==> src/design/scg_defs.svh <==
// Offsets, field positions, reset values and timing counts of the
// system clock generation block.
// Assumes a 200 MHz system clock and an 8-bit register port.
`ifndef SCG_DEFS_SVH
`define SCG_DEFS_SVH

// ==========================================================
// Register offsets on the plain register port
`define SCG_ADDR_TRIM 4'h0
`define SCG_ADDR_DIVISOR 4'h1
`define SCG_ADDR_AUX_ONE 4'h2
`define SCG_ADDR_STATUS 4'h3

// ==========================================================
// Field positions and widths
`define SCG_TRIM_WIDTH 6
`define SCG_TRIM_CLKOUT_BIT 6
`define SCG_AUX_LOWPOWER_BIT 7
`define SCG_STATUS_RUN_BIT 0

// ==========================================================
// Reset values
`define SCG_DIVISOR_RESET 8'h00
`define SCG_LOWPOWER_RESET 1'h0
`define SCG_CLKOUT_ENABLE_RESET 1'h0

// ==========================================================
// Timing
`define SCG_CLOCK_MHZ 200
`define SCG_WAKE_XTAL_CYCLES 10'h3e0
`define SCG_WAKE_OTHER_CYCLES 10'h0e0
`define SCG_WAKE_EXTRA_US 60
`define SCG_WAKE_EXTRA_CYCLES (`SCG_WAKE_EXTRA_US * `SCG_CLOCK_MHZ)
`define SCG_DIV_MAX_COUNT 9'h1fe

`endif

==> src/design/scg_pkg.sv <==
// Types shared by the system clock generation block.
// Assumes scg_defs.svh for the numeric constants.
package scg_pkg;

	// ==========================================================
	// Oscillator clock source, as set by the configuration bits
	typedef enum logic [2:0] {
		SCG_SRC_RC,
		SCG_SRC_WATCHDOG,
		SCG_SRC_EXTERNAL,
		SCG_SRC_XTAL_LOW,
		SCG_SRC_XTAL_MED,
		SCG_SRC_XTAL_HIGH
	} scg_osc_source_t;

	// Wake-up timer phases
	typedef enum logic [1:0] {
		SCG_WAKE_OSC,
		SCG_WAKE_TIME,
		SCG_WAKE_RUN
	} scg_wake_state_t;

	// Register port request
	typedef struct packed {
		logic [3:0] addr;
		logic [7:0] wrData;
		logic wrStrobe;
		logic rdStrobe;
	} scg_bus_req_t;

	// Crystal selections need the longer wake-up count
	function automatic logic scg_is_crystal(input scg_osc_source_t src);
		scg_is_crystal = (src == SCG_SRC_XTAL_LOW) ||
			(src == SCG_SRC_XTAL_MED) || (src == SCG_SRC_XTAL_HIGH);
	endfunction : scg_is_crystal

endpackage : scg_pkg

==> src/design/scg_cpu_clock_divider.sv <==
// CPU clock divider: one cpuTick per 2*divisor oscillator ticks, or per oscillator tick when divisor is 0.
// Assumes oscTick is a one-cycle pulse per oscillator clock edge.
`timescale 1ns/1ps
`include "scg_defs.svh"

module scg_cpu_clock_divider #(
	parameter int DIV_WIDTH = 8
) (
	input wire logic clock,
	input wire logic reset,
	input wire logic oscTick,
	input wire logic run,
	input wire logic [DIV_WIDTH-1:0] divisor,
	output logic cpuTick
);

	typedef struct packed {
		logic [DIV_WIDTH:0] count;
		logic tick;
	} scg_div_state_t;

	scg_div_state_t state_reg;
	scg_div_state_t state_next;
	logic [DIV_WIDTH:0] terminal;

	// Last count of a period; compared with >= so a smaller new value ends
	// the running period at once instead of wrapping
	assign terminal = (DIV_WIDTH+1)'({divisor, 1'b0} - 1'b1);

	// ==========================================================
	// Divider
	always_comb
	begin
		state_next = state_reg;
		state_next.tick = 1'b0;
		if (!run)
		begin
			state_next.count = '0;
		end
		else if (oscTick)
		begin
			if (divisor == '0)
			begin
				state_next.tick = 1'b1;
				state_next.count = '0;
			end
			else if (state_reg.count >= terminal)
			begin
				state_next.tick = 1'b1;
				state_next.count = '0;
			end
			else
			begin
				state_next.count = state_reg.count + 1'b1;
			end
		end
	end

	// State register
	always_ff @(posedge clock or posedge reset)
	begin
		if (reset)
		begin
			state_reg <= '0;
		end
		else
		begin
			state_reg <= state_next;
		end
	end

	assign cpuTick = state_reg.tick;
endmodule : scg_cpu_clock_divider

==> src/design/scg_wakeup_timer.sv <==
// Wake-up timer: holds the CPU clock for an oscillator count plus a
// fixed time after reset. Assumes oscTick pulses per oscillator edge.
`timescale 1ns/1ps
`include "scg_defs.svh"

module scg_wakeup_timer #(
	parameter int EXTRA_CYCLES = `SCG_WAKE_EXTRA_CYCLES
) (
	input wire logic clock,
	input wire logic reset,
	input wire logic oscTick,
	input wire logic crystal,
	output logic running
);

	localparam int TW = $clog2(EXTRA_CYCLES + 1);

	typedef struct packed {
		scg_pkg::scg_wake_state_t phase;
		logic [9:0] oscCount;
		logic [TW-1:0] timeCount;
		logic running;
	} scg_wake_t;

	scg_wake_t state_reg;
	scg_wake_t state_next;
	logic [9:0] oscTarget;

	// Crystal sources settle slower
	assign oscTarget = crystal ? `SCG_WAKE_XTAL_CYCLES :
		`SCG_WAKE_OTHER_CYCLES;

	// ==========================================================
	// Phase sequencing
	always_comb
	begin
		state_next = state_reg;
		case (state_reg.phase)
			scg_pkg::SCG_WAKE_OSC:
			begin
				if (oscTick)
				begin
					if (state_reg.oscCount == oscTarget - 10'h001)
					begin
						state_next.phase = scg_pkg::SCG_WAKE_TIME;
					end
					state_next.oscCount = state_reg.oscCount + 10'h001;
				end
			end
			scg_pkg::SCG_WAKE_TIME:
			begin
				if (state_reg.timeCount == TW'(EXTRA_CYCLES - 1))
				begin
					state_next.phase = scg_pkg::SCG_WAKE_RUN;
					state_next.running = 1'b1;
				end
				state_next.timeCount = state_reg.timeCount + 1'b1;
			end
			scg_pkg::SCG_WAKE_RUN:
			begin
				state_next.running = 1'b1;
			end
			default:
			begin
				state_next.phase = scg_pkg::SCG_WAKE_OSC;
			end
		endcase
	end

	// State register
	always_ff @(posedge clock or posedge reset)
	begin
		if (reset)
		begin
			state_reg <= '0;
		end
		else
		begin
			state_reg <= state_next;
		end
	end

	assign running = state_reg.running;
endmodule : scg_wakeup_timer

==> src/design/scg_system_clock_generation.sv <==
// Top of the system clock generation block: source select, wake-up
// hold-off, CPU divider, peripheral and output clocks, registers.
// Assumes oscillator ticks and pins synchronous to clock; powerOnReset
// comes with reset on power-up only.
//
// Behaviour
// - Software writes a 6-bit trim value that tunes the internal RC oscillator.
// - On power-on reset the trim value loads the factory setting for nominal frequency.
// - Only power-on reset reloads trim; other resets keep it unchanged.
// - The 400 kHz watchdog oscillator is a selectable oscillator source.
// - External mode takes the clock pin, 0 Hz to 12 MHz; partner pin freed.
// - Crystal sources hold the CPU clock 992 oscillator cycles plus 60-100 us.
// - RC, watchdog or external hold the CPU clock 224 cycles plus 60-100 us.
// - The CPU clock comes through a divider with largest ratio 510.
// - Divider changes take effect any time without corrupting execution.
// - Low-power access bit at bit 7; software sets it only at 8 MHz or below.
// - Every reset clears the low-power access bit.
// - Peripheral clock is half CPU clock; machine cycle spans two CPU clocks.
// - With clock-out enabled and no crystal, drive half CPU clock out.
`timescale 1ns/1ps
`include "scg_defs.svh"

module scg_system_clock_generation #(
	parameter int WAKE_EXTRA_CYCLES = `SCG_WAKE_EXTRA_CYCLES
) (
	input wire logic clock,
	input wire logic reset,
	input wire logic powerOnReset,
	input wire logic [5:0] factoryTrim,
	input wire logic [2:0] oscillatorSelect,
	input wire logic rcOscTick,
	input wire logic watchdogOscTick,
	input wire logic crystalOscTick,
	input wire logic externalClockInPin,
	input wire scg_pkg::scg_bus_req_t busReq,
	output logic [7:0] rdData,
	output logic [5:0] rcTrim,
	output logic oscillatorClock,
	output logic cpuClock,
	output logic peripheralClock,
	output logic cpuClockRunning,
	output logic lowSpeedPowerSave,
	output logic clockOutPinOut,
	output logic clockOutPinOe
);

	// ==========================================================
	// State types
	typedef struct packed {
		logic extPinLevel;
		logic extPinPrev;
		logic oscTick;
		logic [7:0] cpuClockDivisor;
		logic lowSpeedPowerSave;
		logic periphPhase;
		logic periphTick;
		logic clockOutLevel;
		logic clockOutOe;
		logic [7:0] rdData;
	} scg_main_t;

	typedef struct packed {
		logic [5:0] trim;
		logic clockOutEnable;
	} scg_trim_t;

	scg_main_t state_reg;
	scg_main_t state_next;
	scg_trim_t trim_reg;
	scg_trim_t trim_next;
	scg_pkg::scg_osc_source_t source;
	logic crystal;
	logic extRise;
	logic cpuTick;
	logic running;
	logic wrTrim;
	logic wrDivisor;
	logic wrAux;

	// Address match used by the write strobe decode
	function automatic logic scg_hit(input logic [3:0] addr,
		input logic [3:0] target);
		scg_hit = (addr == target);
	endfunction : scg_hit

	// ==========================================================
	// Source decode; undefined codes fall back to the RC oscillator
	always_comb
	begin
		case (oscillatorSelect)
			3'h1: source = scg_pkg::SCG_SRC_WATCHDOG;
			3'h2: source = scg_pkg::SCG_SRC_EXTERNAL;
			3'h3: source = scg_pkg::SCG_SRC_XTAL_LOW;
			3'h4: source = scg_pkg::SCG_SRC_XTAL_MED;
			3'h5: source = scg_pkg::SCG_SRC_XTAL_HIGH;
			default: source = scg_pkg::SCG_SRC_RC;
		endcase
	end

	assign crystal = scg_pkg::scg_is_crystal(source);
	assign extRise = state_reg.extPinLevel && !state_reg.extPinPrev;

	// Write strobes; only the trim strobe is blocked while reset is active
	assign wrTrim = busReq.wrStrobe && !reset &&
		scg_hit(busReq.addr, `SCG_ADDR_TRIM);
	assign wrDivisor = busReq.wrStrobe &&
		scg_hit(busReq.addr, `SCG_ADDR_DIVISOR);
	assign wrAux = busReq.wrStrobe &&
		scg_hit(busReq.addr, `SCG_ADDR_AUX_ONE);

	// ==========================================================
	// Sub-blocks
	scg_cpu_clock_divider #(
		.DIV_WIDTH(8)
	) u_divider (
		.clock(clock),
		.reset(reset),
		.oscTick(state_reg.oscTick),
		.run(running),
		.divisor(state_reg.cpuClockDivisor),
		.cpuTick(cpuTick)
	);

	scg_wakeup_timer #(
		.EXTRA_CYCLES(WAKE_EXTRA_CYCLES)
	) u_wakeup (
		.clock(clock),
		.reset(reset),
		.oscTick(state_reg.oscTick),
		.crystal(crystal),
		.running(running)
	);

	// ==========================================================
	// Main next-state logic
	always_comb
	begin
		state_next = state_reg;
		// External pin rising edges become oscillator ticks; a still pin stops them
		state_next.extPinLevel = externalClockInPin;
		state_next.extPinPrev = state_reg.extPinLevel;
		// Oscillator clock select
		case (source)
			scg_pkg::SCG_SRC_WATCHDOG: state_next.oscTick = watchdogOscTick;
			scg_pkg::SCG_SRC_EXTERNAL: state_next.oscTick = extRise;
			scg_pkg::SCG_SRC_XTAL_LOW,
			scg_pkg::SCG_SRC_XTAL_MED,
			scg_pkg::SCG_SRC_XTAL_HIGH: state_next.oscTick = crystalOscTick;
			default: state_next.oscTick = rcOscTick;
		endcase
		// Divider value may be written at any time
		if (wrDivisor)
		begin
			state_next.cpuClockDivisor = busReq.wrData;
		end
		// Low-power access bit
		if (wrAux)
		begin
			state_next.lowSpeedPowerSave =
				busReq.wrData[`SCG_AUX_LOWPOWER_BIT];
		end
		// Peripheral clock: every second CPU tick
		state_next.periphTick = cpuTick && state_reg.periphPhase;
		if (cpuTick)
		begin
			state_next.periphPhase = !state_reg.periphPhase;
		end
		// Clock output on the crystal's partner pin
		if (trim_reg.clockOutEnable && !crystal)
		begin
			state_next.clockOutOe = 1'b1;
			if (cpuTick)
			begin
				state_next.clockOutLevel = !state_reg.clockOutLevel;
			end
		end
		else
		begin
			state_next.clockOutOe = 1'b0;
			state_next.clockOutLevel = 1'b0;
		end
		// Read data stand for one cycle only
		state_next.rdData = 8'h00;
		if (busReq.rdStrobe)
		begin
			case (busReq.addr)
				`SCG_ADDR_TRIM:
				begin
					state_next.rdData = {1'b0, trim_reg.clockOutEnable,
						trim_reg.trim};
				end
				`SCG_ADDR_DIVISOR:
				begin
					state_next.rdData = state_reg.cpuClockDivisor;
				end
				`SCG_ADDR_AUX_ONE:
				begin
					state_next.rdData = {state_reg.lowSpeedPowerSave, 7'h00};
				end
				`SCG_ADDR_STATUS:
				begin
					state_next.rdData = {4'h0, oscillatorSelect, running};
				end
				default:
				begin
					state_next.rdData = 8'h00;
				end
			endcase
		end
	end

	// Main state register; every reset clears low-power access
	always_ff @(posedge clock or posedge reset)
	begin
		if (reset)
		begin
			state_reg <= '0;
			state_reg.cpuClockDivisor <= `SCG_DIVISOR_RESET;
			state_reg.lowSpeedPowerSave <= `SCG_LOWPOWER_RESET;
		end
		else
		begin
			state_reg <= state_next;
		end
	end

	// ==========================================================
	// Trim register, kept across every reset except power-on
	always_comb
	begin
		trim_next = trim_reg;
		if (powerOnReset)
		begin
			trim_next.trim = factoryTrim;
			trim_next.clockOutEnable = `SCG_CLKOUT_ENABLE_RESET;
		end
		else if (wrTrim)
		begin
			trim_next.trim = busReq.wrData[5:0];
			trim_next.clockOutEnable = busReq.wrData[`SCG_TRIM_CLKOUT_BIT];
		end
	end

	// No asynchronous reset here: ordinary resets must leave trim alone
	always_ff @(posedge clock)
	begin
		trim_reg <= trim_next;
	end

	// ==========================================================
	// Outputs
	assign rdData = state_reg.rdData;
	assign rcTrim = trim_reg.trim;
	assign oscillatorClock = state_reg.oscTick;
	assign cpuClock = cpuTick;
	assign peripheralClock = state_reg.periphTick;
	assign cpuClockRunning = running;
	assign lowSpeedPowerSave = state_reg.lowSpeedPowerSave;
	assign clockOutPinOut = state_reg.clockOutLevel;
	assign clockOutPinOe = state_reg.clockOutOe;
endmodule : scg_system_clock_generation

==> config.mk <==
export PLATFORM = sky130hd
export DESIGN_NAME = scg_system_clock_generation
export DESIGN_NICKNAME = d
export VERILOG_FILES = /design/src/design/scg_pkg.sv /design/src/design/scg_cpu_clock_divider.sv /design/src/design/scg_wakeup_timer.sv /design/src/design/scg_system_clock_generation.sv
export VERILOG_INCLUDE_DIRS = /design/src /design/src/design
export SDC_FILE = /design/constraint.sdc
export NUM_CORES = 1
export LEC_CHECK = 0
export ABC_CLOCK_PERIOD_IN_PS = 5550
export CAP_MARGIN = 30
export CORE_UTILIZATION = 40
export CTS_CLUSTER_DIAMETER = 200
export DETAILED_ROUTE_END_ITERATION = 10
export DONT_BUFFER_PORTS = 1
export GPL_TIMING_DRIVEN = 0
export MAX_ROUTING_LAYER = met4
export SYNTH_ARGS = -nofsm -noshare
export SYNTH_HDL_FRONTEND = slang
export SYNTH_SLANG_ARGS = --single-unit
==> constraint.sdc <==
create_clock -name clock -period 5.55 [get_ports clock]
set_input_delay 0.2775 -clock clock [delete_from_list [all_inputs] [get_ports clock]]
set_output_delay 0.2775 -clock clock [all_outputs]
set_load 0.01 [all_outputs]
==> metrics.txt <==
Routed Antenna Nets=0; worst reg2reg setup slack=2.59 ns; peak supply drop=155 uV; via count=2,370; Root Buffer Master=clkbuf_8; Final min period=2.96 ns; wire length of the first global-routing pass=11,300 um; CP max stage delay=0.45 ns; vias in the first global route=2,277; Clk Latency, worst-skew pair=0.34 ns; WHS=0.0620 ns; Setup-failing EPs final=0; status=finished, final reports clean; max FFs per register=26; Die ar.=9160 sq um; Startpoint Class=register; slew margin rel.=64.7%; register area share after synthesis=49.2%; initial antenna violation count=0; WP data arrival=3.19 ns; ys flop type=dfrtp_1; setup bufs post-CTS=0; CTS tree=yes; ANT cells=0; Worst Tran Pin Value=0.525 ns; Nets=382; Leak Pwr=1.75 nW; die width=95.7 um; setup TNS=0 ns; die height=95.7 um; Power, Total=1.16 mW; Final Hold Fails=0; Initial DRC Count=108; hold crit path type=in2reg; Max Cap Violations=0; Worst Path Max Fanout=6; largest net degree at the start of global routing=40; core outline area=8340 sq um; Req. time, crit path=5.78 ns; Setup CP Type=reg2reg; CTS resizes=0; Initial Util=42.1%; Crit-path slowest cell=dfrtp_1; Rows=33; area grow syn2layout=10.2%; Via density=5.28; fin. max-slew vios=0; Yosys cell types=51; I/O pin total=51; H-tree Lvls=3; CP top delay family=simple AND/OR/NAND/NOR gates; Syn Nets=368; DP Worst Slack=2.60 ns; layout cell share with drive strength beyond 1=13.1%; IO buf count=0; RSZ-0062 raised after global routing=false; cells after synthesis=325; post-synthesis cell area=3510 sq um; # hold bufs at CTS=2; syn_area_per_cell=10.8 sq um; Worst Skew=0.0124 ns; Routability Congestion=0.792; DR WL/cell=14.7 um; Setup crit end kind=register; Buf/Inv on CP=1; grt total ovfl=0; number of synthesized flops with an enable pin=6; clock sink total=68; final worst slack=2.59 ns; worst-path cell chain=nor4_2 > nor4b_1 > xnor2_1 > ha_1 > and4_4 > a211oi_1 > and3_1 > buf_2 > nand3_2 > o311ai_1; DRC=0; clock slew at reported path FFs=0.08 ns; drt first pass iters=4; Synth Warn #=0; clock buffer depth=2; Routed WL=6600 um; number of CTS-inserted buffers=9; fmax=338 MHz; Period Utilization, post-route=53.3%; Async SR Flop Fraction=89.7%; placed wire-length estimate=4950 um; Total GRT Usage=16.9%; Final Core Density=46.4%; post-synthesis register bit count=68; PD cells=299 nW/um^2
layout make-up:
cell class	count	area, sq um
clock inverter	5	53.8
inverter	7	26.3
buffer	20	134
clock buffer	11	131
fill	798	4470
timing repair buffer	3	40.0
multi-input combinational	230	1620
tap	105	131
sequential	68	1730
placed cells by master (no fill, tap or decap), types with 2 or more instances in the layout:
cell / netlist / routed
dfrtp_1: 61 / 61
nand2_1: 37 / 37
nor2_1: 22 / 22
xnor2_1: 18 / 18
buf_4: 15 / 15
nand3_1: 14 / 14
ha_1: 13 / 13
xor2_1: 12 / 12
mux2i_1: 10 / 10
mux2_1: 9 / 9
clkbuf_8: 0 / 9
o21ai_1: 7 / 7
nand4_1: 7 / 7
nor2b_1: 7 / 7
inv_1: 7 / 6
a21oi_1: 6 / 6
and3_1: 6 / 6
edfxtp_1: 6 / 6
clkbuf_1: 3 / 5
o311ai_1: 5 / 5
a31oi_1: 5 / 5
a211oi_1: 4 / 4
o21ai_0: 4 / 4
nor3_1: 4 / 4
nand2b_1: 3 / 3
and2_1: 3 / 3
and4_1: 3 / 3
clkinv_2: 0 / 3
o211ai_1: 2 / 2
buf_2: 2 / 2
nand3_2: 2 / 2
nand3b_1: 2 / 2
o21a_1: 2 / 2
nor3b_1: 2 / 2
a22oi_1: 2 / 2
or2_2: 2 / 2
mux2_2: 2 / 2
dlygate4sd3_1: 0 / 2
final timing paths:
path,startpoint,end,depth (start not counted)
hold reg to reg,state_next[22],state_reg[22],0
min in group asynchronous,reset,lowSpeedPowerSave,2
setup reg to reg,state_reg[15],u_divider.state_reg[4],10
max in group asynchronous,reset,u_divider.cpuTick,3
hold / removal,busReq[2],state_reg[13],1
setup / recovery,state_reg[15],u_divider.state_reg[4],10
routing by layer:
layer  GRT usage, %  share of wire, %  vias up  routed length, um
met5              -                 0        -                  0
met4           7.09               2.0        0                129
met3           3.75               3.6       11                241
met2           24.0                45       47               2990
met1           23.1                49     1135               3240
li1               -                 -     1177                  -
cell families (layout without fill, tap and decap cells):
group           Yosys count  after routing  share of synthesized area [%]
flops                    68             68                           49.2
xor+xnor                 30             30                           7.48
simple gates            125            125                           20.0
fa+ha+maj                13             13                           4.63
compound gates           41             41                           7.77
buf+inv                  27             46                           4.56
mux                      21             21                           6.38
synthesized netlist by cell type (6+ instances only):
library cell	number	share of area (%)
mux2_1	9	2.9
xnor2_1	18	4.5
dfrtp_1	61	43
edfxtp_1	6	5.1
nor2b_1	7	1.2
ha_1	13	4.6
buf_4	15	3.2
o21ai_1	7	1.0
mux2i_1	10	2.9
a21oi_1	6	0.86
inv_1	7	0.75
and3_1	6	1.1
nand2_1	37	4.0
nand4_1	7	1.2
nand3_1	14	2.0
nor2_1	22	2.4
xor2_1	12	3.0
worst reg2reg max path, stage by stage (launching register included):
cell      delay (ns)
dfrtp_1         0.45
nor4_2          0.39
nor4b_1         0.36
xnor2_1         0.17
ha_1            0.26
and4_4          0.21
a211oi_1        0.22
and3_1          0.18
buf_2           0.16
nand3_2         0.14
o311ai_1        0.32
power by group:
| group | leakage (nW) | total [mW] | switching [mW] | internal [mW] |
|---|---|---|---|---|
| Sequential | 0.885 | 0.599 | 0.0513 | 0.547 |
| Clock | 0.0971 | 0.390 | 0.184 | 0.206 |
| Combinational | 0.772 | 0.168 | 0.0829 | 0.0850 |
through the flow:
stage,cell area [sq um],cells
6_report,3870,449
5_1_grt,3870,449
4_1_cts,3870,449
3_5_place_dp,3660,431
3_3_place_gp,3640,430
2_1_floorplan,3510,325
(Power assumes the default switching activity.)
